==> config.mk <==
export PLATFORM = sky130hd
export DESIGN_NAME = sysctl_decoder
export DESIGN_NICKNAME = d
export VERILOG_FILES = /design/src/hdl/sysctl_pkg.sv /design/src/hdl/sysctl_decoder.sv /design/src/hdl/rtc_ticker.sv
export SDC_FILE = /design/constraint.sdc
export NUM_CORES = 1
export LEC_CHECK = 0
export BUFFER_PORTS_ARGS = -buffer_cell sky130_fd_sc_hd__clkbuf_2
export CAP_MARGIN = 10
export CORE_ASPECT_RATIO = 0.5
export CORE_MARGIN = 4
export CORE_UTILIZATION = 47
export DETAILED_ROUTE_END_ITERATION = 8
export PLACE_DENSITY = 0.73
export SETUP_SLACK_MARGIN = 0.02
export SYNTH_ARGS = -nofsm -noshare
export SYNTH_HDL_FRONTEND = slang
export SYNTH_HIERARCHICAL = 1
export SYNTH_SLANG_ARGS = --single-unit
==> constraint.sdc <==
create_clock -name clk -period 3.5 [get_ports clk]
set_input_delay 0.175 -clock clk [delete_from_list [all_inputs] [get_ports clk]]
set_output_delay 0.175 -clock clk [all_outputs]
set_load 0.02 [all_outputs]
==> src/hdl/sysctl_pkg.sv <==
// Constants shared by the system-control instruction decoder
package sysctl_pkg;

	// ---------------------------------------------
	// Instruction fields, bit 15 is the word's MSB
	// ---------------------------------------------
	localparam logic [2:0] IO_CLASS = 3'h3;
	localparam logic [5:0] CPU_DEV_CODE = 6'h3f;
	localparam logic [2:0] XFER_MASK_OUT = 3'h4;
	localparam logic [2:0] XFER_IO_RESET = 3'h5;
	localparam logic [2:0] XFER_HALT = 3'h6;
	localparam logic [2:0] XFER_SKIP = 3'h7;
	localparam logic [2:0] XFER_RTC = 3'h2;
	localparam logic [1:0] RTC_SEL_ENABLE = 2'h2;
	localparam logic [1:0] RTC_SEL_DISABLE = 2'h1;
	localparam logic [1:0] FCODE_SET = 2'h1;
	localparam logic [1:0] FCODE_CLEAR = 2'h2;

	// ---------------------------------------------
	// Register byte offsets
	// ---------------------------------------------
	localparam logic [7:0] OFS_INSTR = 8'h00;
	localparam logic [7:0] OFS_CTRL = 8'h04;
	localparam logic [7:0] OFS_STATUS = 8'h08;
	localparam logic [7:0] OFS_SKIP_CNT = 8'h0c;
	localparam logic [7:0] OFS_ACC_BASE = 8'h10;
	localparam logic [7:0] OFS_IRQ_STAT = 8'h20;
	localparam logic [7:0] OFS_IRQ_MASK = 8'h24;

	// ---------------------------------------------
	// Field positions and reset values
	// ---------------------------------------------
	localparam int CTRL_RESUME_BIT = 0;
	localparam int EV_DONE = 0;
	localparam int EV_SKIP = 1;
	localparam int EV_HALT = 2;
	localparam int EV_REFUSED = 3;
	localparam int EV_RTC = 4;
	localparam int EV_W = 5;
	localparam logic [EV_W-1:0] IRQ_MASK_RST = 5'h00;
	localparam logic [15:0] ACC_RST = 16'h0000;

	// ---------------------------------------------
	// Timing
	// ---------------------------------------------
	localparam int CLK_PERIOD_NS = 50;
	localparam int INPUT_WINDOW_NS = 400;
	localparam int INPUT_WINDOW_CYC = (INPUT_WINDOW_NS + CLK_PERIOD_NS - 1) / CLK_PERIOD_NS;
	localparam int RTC_PERIOD_US = 1000;
	localparam int RTC_PERIOD_CYC = RTC_PERIOD_US * 1000 / CLK_PERIOD_NS;

	typedef enum logic [2:0] {
		ST_IDLE,
		ST_SEND_INSTR,
		ST_SEND_DATA,
		ST_INPUT_WAIT,
		ST_APPLY
	} seq_state_t;

endpackage : sysctl_pkg

==> src/hdl/sysctl_decoder.sv <==
// CPU-side executor of the system-control I/O instructions
// What this block does
// [RULE_01] Mask-out is broadcast, then the selected accumulator follows as priority mask.
// [RULE_02] Controllers set or clear interrupt-disable from their mask bit.
// [RULE_03] Mask-out, I/O reset, clock enable and disable update Interrupt On by code.
// [RULE_04] I/O reset acts on all controllers and on the CPU alike.
// [RULE_05] Controllers clear busy, done and interrupt-disable on I/O reset.
// [RULE_06] I/O reset stops the real-time clock raising interrupts.
// [RULE_07] Controllers ignore the data word after reset and clock instructions.
// [RULE_08] Halt stops instruction execution and leaves the CPU halted.
// [RULE_09] Halt forces Interrupt On to one.
// [RULE_10] While halted, program interrupts and data channel requests are still served.
// [RULE_11] Halt transfers no data word after the instruction.
// [RULE_12] CPU skip switches the CPU to I/O input mode.
// [RULE_13] No controller drives data in answer to CPU skip.
// [RULE_14] CPU skip tests Interrupt On by code; true adds one program count step.
// [RULE_15] Clock enable lets the real-time clock raise program interrupts.
// [RULE_16] Clock disable stops the real-time clock raising program interrupts.
// [RULE_17] Code 01 sets Interrupt On, 10 clears it, 11 leaves it.
// [RULE_18] Decode I/O class, all-ones device code, select by transfer field.
// [RULE_19] Flag updates apply after the data phase, before the next fetch.
`timescale 1ns/100ps
module sysctl_decoder
	import sysctl_pkg::*;
#(
	parameter int RTC_CYC = RTC_PERIOD_CYC
) (
	input wire logic clk, // System clock, 20 MHz
	input wire logic rst, // Synchronous reset, active high
	input wire logic wb_cyc_i, // Wishbone cycle
	input wire logic wb_stb_i, // Wishbone strobe
	input wire logic wb_we_i, // Wishbone write enable
	input wire logic [7:0] wb_adr_i, // Wishbone byte address
	input wire logic [3:0] wb_sel_i, // Wishbone byte selects
	input wire logic [31:0] wb_dat_i, // Wishbone write data
	output logic [31:0] wb_dat_o, // Wishbone read data
	output logic wb_ack_o, // Wishbone acknowledge
	output logic irq, // Level interrupt
	input wire logic prog_int_req, // Program interrupt request pin
	input wire logic dch_req, // Data channel request pin
	output logic [15:0] io_word, // Word sent to the I/O bus
	output logic io_word_valid, // One-cycle strobe for io_word
	output logic io_word_is_data, // io_word is the data phase
	output logic io_input_mode, // CPU listening on the I/O bus
	output logic io_reset_pulse, // Global I/O reset strobe
	output logic int_ack, // Program interrupt taken
	output logic dch_ack, // Data channel request taken
	output logic halted, // CPU in halted state
	output logic pc_skip // Extra program counter step
);

	// ---------------------------------------------
	// Register bus decode
	// ---------------------------------------------
	wire bus_req = wb_cyc_i & wb_stb_i & ~wb_ack_o;
	wire bus_wr = bus_req & wb_we_i;
	wire sel_instr = (wb_adr_i == OFS_INSTR);
	wire sel_ctrl = (wb_adr_i == OFS_CTRL);
	wire sel_status = (wb_adr_i == OFS_STATUS);
	wire sel_skip = (wb_adr_i == OFS_SKIP_CNT);
	wire sel_acc = (wb_adr_i[7:4] == OFS_ACC_BASE[7:4]) && (wb_adr_i[1:0] == 2'h0);
	wire sel_istat = (wb_adr_i == OFS_IRQ_STAT);
	wire sel_imask = (wb_adr_i == OFS_IRQ_MASK);
	wire [1:0] acc_idx = wb_adr_i[3:2];
	wire lo_wr = wb_sel_i[0];
	wire hi_wr = wb_sel_i[1];

	// ---------------------------------------------
	// State
	// ---------------------------------------------
	seq_state_t st_q, st_d;
	logic [15:0] instr_q;
	logic [15:0] acc_q [4];
	logic int_on_q;
	logic rtc_en_q;
	logic rtc_req_q;
	logic [15:0] skip_cnt_q;
	logic [EV_W-1:0] istat_q, imask_q, ev;
	logic [3:0] win_q;
	logic [2:0] pint_sync_q, dch_sync_q;
	logic pint_q, dch_q, dch_seen_q;
	logic rtc_tick;

	// ---------------------------------------------
	// Instruction field decode
	// ---------------------------------------------
	wire [2:0] f_class = instr_q[15:13];
	wire [1:0] f_acc = instr_q[12:11];
	wire [2:0] f_xfer = instr_q[10:8];
	wire [1:0] f_code = instr_q[7:6];
	wire [5:0] f_dev = instr_q[5:0];
	// [RULE_18] Class and device check
	wire is_cpu_io = (f_class == IO_CLASS) && (f_dev == CPU_DEV_CODE);
	wire is_mask_out = is_cpu_io && (f_xfer == XFER_MASK_OUT);
	wire is_io_reset = is_cpu_io && (f_xfer == XFER_IO_RESET);
	wire is_halt = is_cpu_io && (f_xfer == XFER_HALT);
	wire is_skip = is_cpu_io && (f_xfer == XFER_SKIP);
	wire is_rtc_en = is_cpu_io && (f_xfer == XFER_RTC) && (f_acc == RTC_SEL_ENABLE);
	wire is_rtc_dis = is_cpu_io && (f_xfer == XFER_RTC) && (f_acc == RTC_SEL_DISABLE);
	wire is_known = is_mask_out | is_io_reset | is_halt | is_skip | is_rtc_en | is_rtc_dis;
	// [RULE_11] Halt has no data phase
	wire has_data = is_mask_out | is_io_reset | is_rtc_en | is_rtc_dis;

	// [RULE_17] Interrupt On function codes
	function automatic logic fcode_apply(input logic cur, input logic [1:0] code);
		unique case (code)
			FCODE_SET: fcode_apply = 1'b1;
			FCODE_CLEAR: fcode_apply = 1'b0;
			default: fcode_apply = cur;
		endcase
	endfunction : fcode_apply

	// [RULE_14] Skip condition on Interrupt On
	function automatic logic skip_true(input logic on, input logic [1:0] code);
		skip_true = code[0] ? ~on : on;
	endfunction : skip_true

	wire launch = bus_wr && sel_instr && (st_q == ST_IDLE) && ~halted && lo_wr && hi_wr;
	wire refused = bus_wr && sel_instr && ~launch;
	wire win_done = (win_q == 4'(INPUT_WINDOW_CYC - 1));
	wire applying = (st_q == ST_APPLY);
	// [RULE_06] Disabled clock raises nothing
	wire pint_pending = pint_q | (rtc_req_q & rtc_en_q);
	// [RULE_10] Requests served even while halted
	wire take_int = (st_q == ST_IDLE) && int_on_q && pint_pending && ~int_ack;
	wire take_dch = (st_q == ST_IDLE) && dch_q && ~dch_seen_q;
	wire next_int_on = is_halt ? 1'b1 : (is_skip ? int_on_q : fcode_apply(int_on_q, f_code));

	// ---------------------------------------------
	// Sequencer
	// ---------------------------------------------
	always_comb begin
		st_d = st_q;
		unique case (st_q)
			ST_IDLE: begin
				if (launch) begin
					st_d = ST_SEND_INSTR;
				end
			end
			ST_SEND_INSTR: begin
				if (!is_known) begin
					st_d = ST_IDLE;
				end else if (has_data) begin
					st_d = ST_SEND_DATA;
				end else if (is_skip) begin
					st_d = ST_INPUT_WAIT;
				end else begin
					st_d = ST_APPLY;
				end
			end
			ST_SEND_DATA: begin
				st_d = ST_APPLY;
			end
			ST_INPUT_WAIT: begin
				if (win_done) begin
					st_d = ST_APPLY;
				end
			end
			ST_APPLY: begin
				st_d = ST_IDLE;
			end
		endcase
	end

	always_ff @(posedge clk) begin
		if (rst) begin
			st_q <= ST_IDLE;
			win_q <= '0;
		end else begin
			st_q <= st_d;
			win_q <= (st_q == ST_INPUT_WAIT) ? win_q + 4'h1 : 4'h0;
		end
	end

	// ---------------------------------------------
	// I/O bus outputs
	// ---------------------------------------------
	always_ff @(posedge clk) begin
		if (rst) begin
			io_word <= '0;
			io_word_valid <= 1'b0;
			io_word_is_data <= 1'b0;
			io_input_mode <= 1'b0;
			io_reset_pulse <= 1'b0;
		end else begin
			io_word_valid <= 1'b0;
			io_reset_pulse <= 1'b0;
			if (st_q == ST_SEND_INSTR && is_known) begin
				io_word <= instr_q;
				io_word_valid <= 1'b1;
				io_word_is_data <= 1'b0;
				// [RULE_04] Global reset strobe
				io_reset_pulse <= is_io_reset;
			end else if (st_q == ST_SEND_DATA) begin
				// [RULE_01] Accumulator follows as mask
				io_word <= acc_q[f_acc];
				io_word_valid <= 1'b1;
				io_word_is_data <= 1'b1;
			end
			// [RULE_12] Input mode during skip
			io_input_mode <= (st_d == ST_INPUT_WAIT);
		end
	end

	// ---------------------------------------------
	// CPU flags, applied after the data phase
	// ---------------------------------------------
	always_ff @(posedge clk) begin
		if (rst) begin
			int_on_q <= 1'b0;
			rtc_en_q <= 1'b0;
			halted <= 1'b0;
			pc_skip <= 1'b0;
			skip_cnt_q <= '0;
		end else begin
			pc_skip <= 1'b0;
			// Resume first, so a halt entered in the same cycle wins
			if (bus_wr && sel_ctrl && lo_wr && wb_dat_i[CTRL_RESUME_BIT]) begin
				halted <= 1'b0;
			end
			if (applying) begin
				// [RULE_19] Update at instruction end
				// [RULE_03] Function code on Interrupt On
				// [RULE_09] Halt forces Interrupt On
				int_on_q <= next_int_on;
				// [RULE_06] Reset disables the clock
				// [RULE_16] Clock disable
				if (is_io_reset | is_rtc_dis) begin
					rtc_en_q <= 1'b0;
				// [RULE_15] Clock enable
				end else if (is_rtc_en) begin
					rtc_en_q <= 1'b1;
				end
				// [RULE_08] Enter halted state
				if (is_halt) begin
					halted <= 1'b1;
				end
				// [RULE_14] Extra program count step
				if (is_skip && skip_true(int_on_q, f_code)) begin
					pc_skip <= 1'b1;
					skip_cnt_q <= skip_cnt_q + 16'h1;
				end
			end else if (take_int) begin
				int_on_q <= 1'b0;
			end
		end
	end

	// ---------------------------------------------
	// Request synchronisers and service
	// ---------------------------------------------
	always_ff @(posedge clk) begin
		if (rst) begin
			pint_sync_q <= '0;
			dch_sync_q <= '0;
			pint_q <= 1'b0;
			dch_q <= 1'b0;
			dch_seen_q <= 1'b0;
			int_ack <= 1'b0;
			dch_ack <= 1'b0;
			rtc_req_q <= 1'b0;
		end else begin
			pint_sync_q <= {pint_sync_q[1:0], prog_int_req};
			dch_sync_q <= {dch_sync_q[1:0], dch_req};
			if (pint_sync_q[1] == pint_sync_q[2]) begin
				pint_q <= pint_sync_q[2];
			end
			if (dch_sync_q[1] == dch_sync_q[2]) begin
				dch_q <= dch_sync_q[2];
			end
			int_ack <= take_int;
			dch_ack <= take_dch;
			dch_seen_q <= dch_q & (dch_seen_q | take_dch);
			if (take_int || !rtc_en_q) begin
				rtc_req_q <= 1'b0;
			end else if (rtc_tick) begin
				rtc_req_q <= 1'b1;
			end
		end
	end

	rtc_ticker #(
		.PERIOD_CYC(RTC_CYC)
	) u_rtc (
		.clk(clk),
		.rst(rst),
		.tick(rtc_tick)
	);

	// ---------------------------------------------
	// Software registers
	// ---------------------------------------------
	assign ev[EV_DONE] = applying;
	assign ev[EV_SKIP] = applying && is_skip && skip_true(int_on_q, f_code);
	assign ev[EV_HALT] = applying && is_halt;
	assign ev[EV_REFUSED] = refused || (st_q == ST_SEND_INSTR && !is_known);
	assign ev[EV_RTC] = rtc_tick && rtc_en_q;
	wire [EV_W-1:0] w1c = (bus_wr && sel_istat && lo_wr) ? wb_dat_i[EV_W-1:0] : '0;

	always_ff @(posedge clk) begin
		if (rst) begin
			instr_q <= '0;
			istat_q <= '0;
			imask_q <= IRQ_MASK_RST;
			irq <= 1'b0;
			for (int i = 0; i < 4; i++) begin
				acc_q[i] <= ACC_RST;
			end
		end else begin
			if (launch) begin
				instr_q <= wb_dat_i[15:0];
			end
			if (bus_wr && sel_acc) begin
				if (lo_wr) begin
					acc_q[acc_idx][7:0] <= wb_dat_i[7:0];
				end
				if (hi_wr) begin
					acc_q[acc_idx][15:8] <= wb_dat_i[15:8];
				end
			end
			if (bus_wr && sel_imask && lo_wr) begin
				imask_q <= wb_dat_i[EV_W-1:0];
			end
			istat_q <= (istat_q & ~w1c) | ev;
			irq <= |(istat_q & imask_q);
		end
	end

	wire busy = (st_q != ST_IDLE);
	wire [31:0] rd_mux =
		sel_instr ? {16'h0000, instr_q} :
		sel_status ? {28'h0000000, busy, rtc_en_q, int_on_q, halted} :
		sel_skip ? {16'h0000, skip_cnt_q} :
		sel_acc ? {16'h0000, acc_q[acc_idx]} :
		sel_istat ? {27'h0000000, istat_q} :
		sel_imask ? {27'h0000000, imask_q} : 32'h00000000;

	always_ff @(posedge clk) begin
		if (rst) begin
			wb_ack_o <= 1'b0;
			wb_dat_o <= '0;
		end else begin
			wb_ack_o <= bus_req;
			wb_dat_o <= (bus_req && !wb_we_i) ? rd_mux : 32'h00000000;
		end
	end

endmodule : sysctl_decoder

==> src/hdl/rtc_ticker.sv <==
// Real-time clock period divider producing one-cycle ticks
`timescale 1ns/100ps
module rtc_ticker #(
	parameter int PERIOD_CYC = 20000
) (
	input wire logic clk, // System clock
	input wire logic rst, // Synchronous reset
	output logic tick // One-cycle tick each period
);

	localparam int CW = $clog2(PERIOD_CYC + 1);

	logic [CW-1:0] cnt_q;
	logic [CW-1:0] cnt_d;
	wire wrap = (cnt_q == CW'(PERIOD_CYC - 1));

	assign cnt_d = wrap ? '0 : cnt_q + CW'(1);

	always_ff @(posedge clk) begin
		if (rst) begin
			cnt_q <= '0;
			tick <= 1'b0;
		end else begin
			cnt_q <= cnt_d;
			tick <= wrap;
		end
	end

endmodule : rtc_ticker

==> impl_results.md, run 1 <==
- Port Buffer Count: 74
- CTS-repair resized insts: 0
- Worst slack at placement: about 0.95 ns
- Total number of yosys warnings: 6
- Area fraction of the dominant cell type after synthesis: between 20 and 30%
- Floorplan die width: 199 microns
- Final count of negative-setup-slack endpoints: 0
- Post-synth ARST share: 0%
- Core region area: around 18000 sq um
- Setup repair after global routing missed its margin: no
- Clock tree from TritonCTS: yes
- EDFF count, synth: 64
- Net Sw Frac: about 25%
- Area Growth Syn to Fin: 13.8%
- Final routed wire length divided by cell count: 19.1 microns
- Crit Path Category: reg2reg
- Worst slew pin tran: just over 1 ns
- First DRT Iteration DRCs: 601
- Net switching power: roughly 1.1 mW
- Crit-path leading delay family: simple AND/OR/NAND/NOR gates
- Nature of the critical path endpoint: flop
- Worst-path cell with the longest stage delay: dfxtp_1
- Leading cell types in the layout, fill and taps excluded: dfxtp_1, nor2_1, clkbuf_2
- Run status: completed
- Mapped Area: 8530 sq um
- IO Count: 109
- Fill cells: approximately 1.5k
- Detailed-placement wirelength estimate: about 15 mm
- Rel. slew slack: 30.5%
- Number of antenna violations at the first check in global routing: 0
- Buffers plus inverters on the worst setup path: 0
- Post-CTS setup buffer count: 0
- Max Slew Vio Count: 0
- Most area-consuming cells after synthesis: dfxtp_1, edfxtp_1, mux4_2
- CTS root buf: clkbuf_16
- Final-stage net count: 928
- Diodes inserted: 0
- Num Clock Sinks: approximately 190
- TritonCTS buffer count: 17
- Combinational Power Share: under 10%
- Time the worst path needs with I/O delays and setup: about 2.4 ns
- Register area share after synthesis: 50.9%
- Die Y-Extent: 103 microns
- Final hold vios: 0
- Flip-flop and latch count after synthesis: ~190
- Residual antenna-violating net count after detailed routing: 0
- Leading cell type in the layout, fill and taps excluded: dfxtp_1
- Total die area: around 20000 sq um
- Maximum clock rate: 0.414 GHz
- Routability congestion estimate from global placement: 0.889
- Maximum number of pins on one net before global-route repair: just under 50
- Stage delay of the slowest cell on the critical path: roughly 0.6 ns
- H-tree depth: 4
- P per Cell Area: 450 nW/um^2
- Static leakage power: about 3.5 nW
- Period utilisation layout: roughly 69%
- Critical Path, Cell by Cell: or4bb_1 -> or3_1 -> nor4b_1 -> xnor2_1 -> nor2_1
- # DRC: 0
- Crit start category: flop
- Maximum buffer depth of the clock tree: 2
- Count of mapped cells out of synthesis: 800
- Post-synthesis cell type count: between 60 and 70
- CTS clk-pin slew, worst paths: 0.08 ns
- Via total after detailed routing: between 6k and 7k
- Average via count per standard cell: a little under 6
- Class of the tightest hold or removal check: in2reg
- Wire length of the first global-routing pass: 33.6 mm
- Share of power burned in registers: between 50 and 60%
- First drt pass iteration count: 5
- Share of layout cells above drive strength 1: 19.4%
- Worst voltage drop across the vdd grid: 0.000245 V
- Detailed-route wire length: 21.3 mm
- Cell-internal power: approximately 3.3 mW
- Synth area leader: dfxtp_1
- Effective utilization at floorplan: 48.5%
- Slack of the critical path: around 1.1 ns
- Clk pwr share: 43.2%
- Worst path arrival time: around 2.7 ns
- Critical path fanouts, max: 13
- Remaining global-route overflow: 0
- All-layer global routing usage: 21.2%
- Clock insertion delay at the later pin of the skew report: around 0.44 ns
- Standard-cell rows: 34
- Max_cap viols: 0
- Setup skew after layout: between 0.015 and 0.02 ns
- Vias in the first global route: 6181
- Mean cell area of the mapped netlist: 10.7 sq um
- Endpoint required time on the critical path: approximately 3.8 ns
- Commonest register cell after synthesis: dfxtp_1
- Total Negative Setup Slacks: 0 ns
-- through the flow --
| stage | std cells | total power, mW | instance area, sq um | util (%) | hold WS (ns) |
|---|---|---|---|---|---|
| after floorplan | 815 | 2.45 | 8590 | - | 0.247 |
| after global placement | 1084 | 2.52 | 9090 | 51.8 | 0.383 |
| after detailed placement | 1084 | 2.52 | 9090 | 51.8 | 0.388 |
| after CTS | 1120 | 4.38 | 9710 | 55.3 | 0.0480 |
| after global routing | 1120 | 4.50 | 9710 | 55.3 | 0.0815 |
| final | 1120 | 4.37 | 9710 | 55.3 | 0.0683 |
-- cells in the mapped netlist (all sizes together) (2+ instances only) --
cell / count
a31oi: 11
or3: 5
nor2: 95
and2: 70
nand3: 15
a21o: 2
clkbuf: 28
nand2: 65
or2: 3
or3b: 2
nor3b: 2
nor4: 11
and3: 4
dfxtp: 121
a21oi: 36
nor2b: 8
mux2i: 36
nand2b: 7
edfxtp: 64
mux4: 31
or4: 5
and4b: 2
nand3b: 2
o31ai: 2
or4b: 3
xor2: 18
a41o: 2
nor3: 12
buf: 31
inv: 6
ha: 4
xnor2: 13
nor4b: 3
a22oi: 14
o21ai: 18
and4: 3
nand4: 20
a211oi: 11
-- state kept, by name, indices dropped and copies added, names as in the netlist, 4 cells and up, named ones only --
register,cells
istat_q,5
acc_q,64
win_q,4
instr_q,16
imask_q,5
io_word,16
wb_dat_o,16
u_rtc/cnt_q,15
skip_cnt_q,16
-- power groups by stage --
| stage | Sequential, mW | Combinational (mW) | Clock [mW] |
|---|---|---|---|
| after floorplan | 2.31 | 0.136 | 0 |
| after global placement | 2.31 | 0.203 | 0 |
| after detailed placement | 2.32 | 0.206 | 0 |
| after CTS | 2.27 | 0.210 | 1.90 |
| after global routing | 2.27 | 0.227 | 2.00 |
| final | 2.27 | 0.214 | 1.89 |
-- metal layers --
metal  vias up  part of all wire [%]  global-route usage (%)
li1       3016                     -                       -
met3        35                   8.0                    3.56
met4         0                   1.8                    6.83
met5         -                     0                       0
met2       262                    47                    34.6
met1      3146                    43                    29.7
-- worst min-delay path: cells and delay by family --
kind / cells / cell delay [ns]
buffers and inverters: 1 / 0.14
muxes: 1 / 0.08
and+or+nand+nor: 1 / 0.07
-- cells by family after synthesis --
| family | share of synthesized area [%] |
|---|---|
| DFF | 50.9 |
| muxes | 12.4 |
| adders and majority gates | 0.587 |
| and+or+nand+nor | 21.2 |
| buffers and inverters | 3.89 |
| AOI/OAI and AO/OA | 7.75 |
| xor gates and xnor gates | 3.18 |
| other | 0.0440 |
-- repair_timing --
action                                 in CTS  in global routing
endpoints found under the hold margin       3                  0
setup endpoints to repair                   0                  0
hold buffers                                4                  0
-- final timing paths --
kind | start | to | slack, ns | depth (start not counted)
worst max-delay path | st_q[2]$_SDFF_PP0_ | skip_cnt_q[15]$_SDFFE_PP0P_ | 1.08 | 5
worst min-delay path | wb_dat_i[9] | instr_q[9]$_SDFFE_PP0P_ | 0.07 | 3
worst max register to register | st_q[2]$_SDFF_PP0_ | skip_cnt_q[15]$_SDFFE_PP0P_ | 1.08 | 5
worst min register to register | dch_seen_q$_SDFF_PP0_ | dch_ack$_SDFF_PP0_ | 0.44 | 1
-- cell type report --
cell class                 instances  area (sq um)  share of cell area [%]
clock buffer                      17           425                    4.38
timing repair buffer              98           561                    5.77
inverter                           6          22.5                   0.232
sequential                       185          4340                    44.7
tap                              234           293                    3.02
clock inverter                    15           150                    1.55
multi-input combinational        565          3920                    40.3
Note: power is estimated with default switching activity, not from simulation.
==> run 2, diff against run 1 <==
--- a/config.mk
+++ b/config.mk
@@ -11,7 +11,7 @@
 export CORE_MARGIN = 4
 export CORE_UTILIZATION = 47
 export DETAILED_ROUTE_END_ITERATION = 8
-export PLACE_DENSITY = 0.73
+export PLACE_DENSITY = 0.76
 export SETUP_SLACK_MARGIN = 0.02
 export SYNTH_ARGS = -nofsm -noshare
 export SYNTH_HDL_FRONTEND = slang
==> constraint.sdc (replaced) <==
create_clock -name clk -period 2.2 [get_ports clk]
set_input_delay 0.11 -clock clk [delete_from_list [all_inputs] [get_ports clk]]
set_output_delay 0.11 -clock clk [all_outputs]
set_load 0.02 [all_outputs]
==> run 2 against run 1 <==
Net effect: power up 60%; sequential share of layout area down 1.4 points; critical path depth unchanged; non-clock buffer count up 34; combinational power up 67%; via count up 2.6%; utilization up 1.8 points; clock-buffer cell count unchanged; first-iteration DRC count up 13%; critical path type unchanged; largest power group unchanged.
==> impl_results.md, run 2 (synthesis results as in run 1) <==
- Max_cap viols: 0
- Routability congestion estimate from global placement: between 0.9 and 1
- Min-delay src: rst
- Crit Path Category: reg2reg
- Maximum buffer depth of the clock tree: 2
- Number of cells on the critical path: 5
- Clock tree from TritonCTS: yes
- Leading cell types in the layout, fill and taps excluded: dfxtp_1, nor2_1, clkbuf_2
- Number of cells traversed by the worst hold path: 2
- Die Y-Extent: about 100 microns
- Remaining global-route overflow: 0
- Run status: completed
- Nature of the critical path endpoint: flop
- All-layer global routing usage: a little over a fifth
- Worst path arrival time: around 2.4 ns
- Via total after detailed routing: between 6k and 7k
- RR Startpoint: st_q[1]$_SDFF_PP0_
- Worst voltage drop across the vdd grid: 0.000537 V
- First DRT Iteration DRCs: about 680
- Area Growth Syn to Fin: 17.6%
- Clock insertion delay at the later pin of the skew report: 0.43 ns
- Floorplan die width: 199 microns
- Flop2flop setup slack: roughly 0.15 ns
- Time the worst path needs with I/O delays and setup: 2.05 ns
- Crit start category: flop
- CTS root buf: clkbuf_16
- Final-layout worst hold slack: around 0.013 ns
- Final hold vios: 0
- Final-stage net count: between 900 and 1k
- Final count of negative-setup-slack endpoints: 0
- Flip-flop count of the largest register after layout: between 60 and 70
- Number of antenna violations at the first check in global routing: 0
- Average via count per standard cell: approximately 5.7
- Static leakage power: roughly 3.7 nW
- Leading cell type in the layout, fill and taps excluded: dfxtp_1
- Maximum number of pins on one net before global-route repair: 40
- Period utilisation layout: 93.0%
- Effective utilization at floorplan: 48.5%
- P per Cell Area: 695 nW/um^2
- Diodes inserted: 0
- Wire length of the first global-routing pass: about 34 mm
- Fin util: 57.1%
- Worst-path cell with the longest stage delay: or4bb_1
- Rel. slew slack: between 60% and 70%
- Final routed wire length divided by cell count: 19.3 microns
- Post-CTS setup buffer count: 0
- Detailed-route wire length: between 20 and 25 mm
- Standard-cell rows: 34
- Core region area: 17600 sq um
- Total die area: 20500 sq um
- Critical path fanouts, max: 5
- WHS Endpoint: wb_ack_o$_SDFF_PP0_
- Critical Path, Cell by Cell: or4bb_1 -> or3_1 -> nor4b_2 -> xnor2_1 -> nor2_1
- Fill cells: between 1k and 1.5k
- Setup skew after layout: between 0.01 and 0.015 ns
- Largest register by flop count: acc_q
- Residual antenna-violating net count after detailed routing: 0
- Crit-path leading delay family: simple AND/OR/NAND/NOR gates
- Worst slew pin tran: 0.528 ns
- Area of the multi-input gates: between 3000 and 4000 sq um
- TritonCTS buffer count: 17
- Cell Count, Final, Fillers Out: around 1.2k
- Maximum clock rate: slightly below 0.5 GHz
- Worst r2r path cells: 5
- Port Buffer Count: between 70 and 80
- First drt pass iteration count: 7
- Num Clock Sinks: approximately 190
- Buffers plus inverters on the worst setup path: 0
- Class of the tightest hold or removal check: in2reg
- Max Slew Vio Count: 0
- Endpoint required time on the critical path: between 2 and 3 ns
- CTS clk-pin slew, worst paths: around 0.070 ns
- # DRC: 0
- Share of layout cells above drive strength 1: between 20% and 30%
- Detailed-placement wirelength estimate: 15.7 mm
- Sequential cell area: 4340 sq um
- Vias in the first global route: ~6.3k
- Count of placed standard cells including taps: ~1.1k
- IO Count: approximately 110
- Stage delay of the slowest cell on the critical path: 0.55 ns
- Endpoint of the lowest-slack register-to-register path: skip_cnt_q[15]$_SDFFE_PP0P_
- H-tree depth: 4
- Setup repair after global routing missed its margin: no
[run 2: cell types whose count changed in the layout (fill, tap and decap cells not counted)]
cell and change:
buf_2 -1, inv_6 +2, dlygate4sd3_1 +1, buf_4 +29
o21ai_0 -6, clkinv_4 -1, clkbuf_2 +1, nor4b_2 +1
nor4b_1 -1, clkinv_2 -1, buf_12 +4, o21ai_1 +6
[run 2: cell type report]
type | count | area share, %
clock buffers | 17 | 4.24
clock inverters | 15 | 1.53
inverters | 6 | 0.225
multi-input cells | 565 | 39.1
flip-flops and latches | 185 | 43.3
well taps | 234 | 2.92
repair buffers | 132 | 8.66
[run 2: worst max path at each step]
stage / endpoint / start / slack (ns)
floorplan: acc_q[1][0]$_SDFFCE_PN0P_ / wb_adr_i[7] / -0.06
global placement: acc_q[0][8]$_SDFFCE_PN0P_ / wb_adr_i[7] / 0.06
detailed placement: flop / wb_adr_i[7] / 0.02
CTS: skip_cnt_q[15]$_SDFFE_PP0P_ / st_q[1]$_SDFF_PP0_ / 0.12
global route: skip_cnt_q[9]$_SDFFE_PP0P_ / skip_cnt_q[2]$_SDFFE_PP0P_ / 0.06
finish: skip_cnt_q[15]$_SDFFE_PP0P_ / st_q[1]$_SDFF_PP0_ / 0.15
[run 2: metrics by stage]
stage,setup TNS [ns],power (mW),setup slack (ns),instance area (sq um)
2_1_floorplan,-2.50,3.90,-0.0562,8590
3_3_place_gp,0,4.02,0.0644,9390
3_5_place_dp,0,4.03,0.0244,9390
4_1_cts,0,6.99,0.119,10000
5_1_grt,0,7.18,0.0626,10000
6_report,0,6.97,0.154,10000
[run 2: where the power goes]
part	internal (mW)	leakage, nW	switching, mW
clock	1.52	0.284	1.48
combinational	0.134	1.81	0.224
sequential	3.58	1.62	0.0313
total	5.23	3.71	1.74
[run 2: metal layers]
| layer | vias to the layer above | track usage [%] | routed length [microns] |
|---|---|---|---|
| li1 | 3080 | - | - |
| met2 | 283 | 36.2 | 10500 |
| met5 | - | 0 | 0 |
| met1 | 3218 | 29.6 | 9270 |
| met3 | 43 | 4.72 | 1940 |
| met4 | 0 | 5.51 | 467 |
[run 2: repair_timing]
action	in CTS	in global routing
hold buffers	5	0
endpoints found under the hold margin	4	0
resized for setup	0	1
setup endpoints to repair	0	1
==> run 3, diff against run 2 <==
==> constraint.sdc (replaced) <==
create_clock -name clk -period 2.2 [get_ports clk]
set_input_delay 0.22 -clock clk [delete_from_list [all_inputs] [get_ports clk]]
set_output_delay 0.22 -clock clk [all_outputs]
set_load 0.02 [all_outputs]
==> run 3 against run 2 <==
Net effect: die area unchanged; final cell count increased by 0.17%; fmax decreased by 0.43%; register-to-register slack about the same; final area increased by 1.4%; first-iteration DRC count increased by 15%; critical endpoint is now skip_cnt_q[9]$_SDFFE_PP0P_; global-route usage increased by 0.22 points; sequential power about the same; routed wire length decreased by 0.35%.
==> impl_results.md, run 3 (synthesis results as in run 1) <==
- Max_cap viols: 0
- Final routed wire length divided by cell count: ~19 microns
- Time the worst path needs with I/O delays and setup: 2.05 ns
- Worst path arrival time: about 2.4 ns
- Setup repair after global routing missed its margin: no
- Final-stage net count: between 900 and 1k
- Endpoint of the lowest-slack register-to-register path: skip_cnt_q[9]$_SDFFE_PP0P_
- Post-CTS setup buffer count: 0
- TritonCTS buffer count: 17
- Routability congestion estimate from global placement: between 0.9 and 1
- Residual antenna-violating net count after detailed routing: 0
- Flop2flop setup slack: 0.15 ns
- Standard-cell rows: 34
- CTS clk-pin slew, worst paths: 0.08 ns
- Setup skew after layout: 0.0214 ns
- Nature of the critical path endpoint: flop
- Leading cell type in the layout, fill and taps excluded: dfxtp_1
- Effective utilization at floorplan: 48.5%
- Number of antenna violations at the first check in global routing: 1
- Maximum buffer depth of the clock tree: 2
- Final hold vios: 0
- Crit Path Category: reg2reg
- Critical Path Start: skip_cnt_q[2]$_SDFFE_PP0P_
- H-tree depth: 4
- Clock tree from TritonCTS: yes
- Total die area: about 20000 sq um
- P per Cell Area: around 700 nW/um^2
- Core region area: ~18000 sq um
- Crit start category: flop
- Final-layout worst hold slack: roughly 0.064 ns
- WHS Endpoint: wb_ack_o$_SDFF_PP0_
- Die Y-Extent: around 100 microns
- Remaining global-route overflow: 0
- Max Slew Vio Count: 0
- Average via count per standard cell: 5.73
- Maximum clock rate: roughly 0.5 GHz
- Rel. slew slack: a little under three fifths
- Share of layout cells above drive strength 1: a little under a quarter
- Total Negative Setup Slacks: 0 ns
- Fin util: around 58%
- Final count of negative-setup-slack endpoints: 0
- Class of the tightest hold or removal check: in2reg
- Detailed-route wire length: roughly 22 mm
- Min-delay src: wb_stb_i
- Slack of the critical path: 0.145 ns
- Largest register by flop count: acc_q
- Leading cell types in the layout, fill and taps excluded: dfxtp_1, nor2_1, clkbuf_2
- Port Buffer Count: 74
- Worst slew pin tran: 0.648 ns
- Clock insertion delay at the later pin of the skew report: approximately 0.44 ns
- Detailed-placement wirelength estimate: approximately 16 mm
- Via total after detailed routing: 6626
- Static leakage power: 3.77 nW
- Run status: completed
- Worst voltage drop across the vdd grid: 0.000603 V
- Wire length of the first global-routing pass: around 35 mm
- CTS root buf: clkbuf_16
- Num Clock Sinks: around 190
- Vias in the first global route: around 6.3k
- IO Count: 109
- Number of cells traversed by the worst hold path: 3
- Period utilisation layout: around 93%
- Diodes inserted: 0
- Worst r2r path cells: 6
- Endpoint required time on the critical path: around 2.5 ns
- Worst slack at placement: ~0.027 ns
- Maximum number of pins on one net before global-route repair: 31
- Flip-flop count of the largest register after layout: 64
- Critical path fanouts, max: 4
- Sum of internal, switching and leakage power: just over 7 mW
- First DRT Iteration DRCs: 781
- # DRC: 0
- All-layer global routing usage: between 20 and 25%
- RR Startpoint: skip_cnt_q[2]$_SDFFE_PP0P_
- Floorplan die width: slightly below 200 microns
- First drt pass iteration count: 6
- Area Growth Syn to Fin: 19.2%
run 3: worst max path at each step:
stage | endpoint | slack, ns | cells past startpoint
3_3_place_gp | io_input_mode$_SDFF_PP0_ | 0.06 | 6
5_1_grt | skip_cnt_q[11]$_SDFFE_PP0P_ | 0.03 | 6
2_1_floorplan | acc_q[0][0]$_SDFFCE_PN0P_ | -0.05 | 5
4_1_cts | skip_cnt_q[3]$_SDFFE_PP0P_ | 0.11 | 6
6_report | skip_cnt_q[9]$_SDFFE_PP0P_ | 0.15 | 6
3_5_place_dp | wb_dat_o[4]$_SDFF_PP0_ | 0.03 | 6
run 3: stage by stage:
stage	cell area, sq um	std cells
after floorplan	8660	815
after global placement	9520	1122
after detailed placement	9520	1122
after CTS	10100	1156
after global routing	10200	1156
final	10200	1156
run 3: critical path: stages, from the launching register on:
cell	delay, ns
dfxtp_1	0.33
or4bb_1	0.52
or3_1	0.40
buf_4	0.17
nor4_1	0.29
xnor2_1	0.16
nor2_1	0.06
run 3: layout make-up:
cell class	count	area, sq um
clock buffer	17	425
clock inverter	15	186
fill	1419	7400
inverter	6	22.5
multi-input combinational	565	3990
sequential	185	4340
tap	234	293
timing repair buffer	134	901
run 3: timing repair:
item,4_1_cts,5_1_grt
hold buffers,2,0
setup endpoints to repair,0,3
hold endpoints to repair,2,0
gates resized for setup,0,3
run 3: routing by layer:
layer / share of wire (%) / vias up / wire length [microns] / GRT usage (%)
met5: 0 / - / 0 / 0
met4: 0.74 / 0 / 164 / 3.15
met3: 9.0 / 17 / 1980 / 4.95
met2: 47 / 309 / 10300 / 35.7
met1: 44 / 3206 / 9650 / 31.3
li1: - / 3094 / - / -
run 3: where the power goes:
group | total [mW] | internal (mW) | switching [mW]
sequential | 3.61 | 3.58 | 0.0285
clock | 3.18 | 1.65 | 1.53
combinational | 0.368 | 0.139 | 0.230
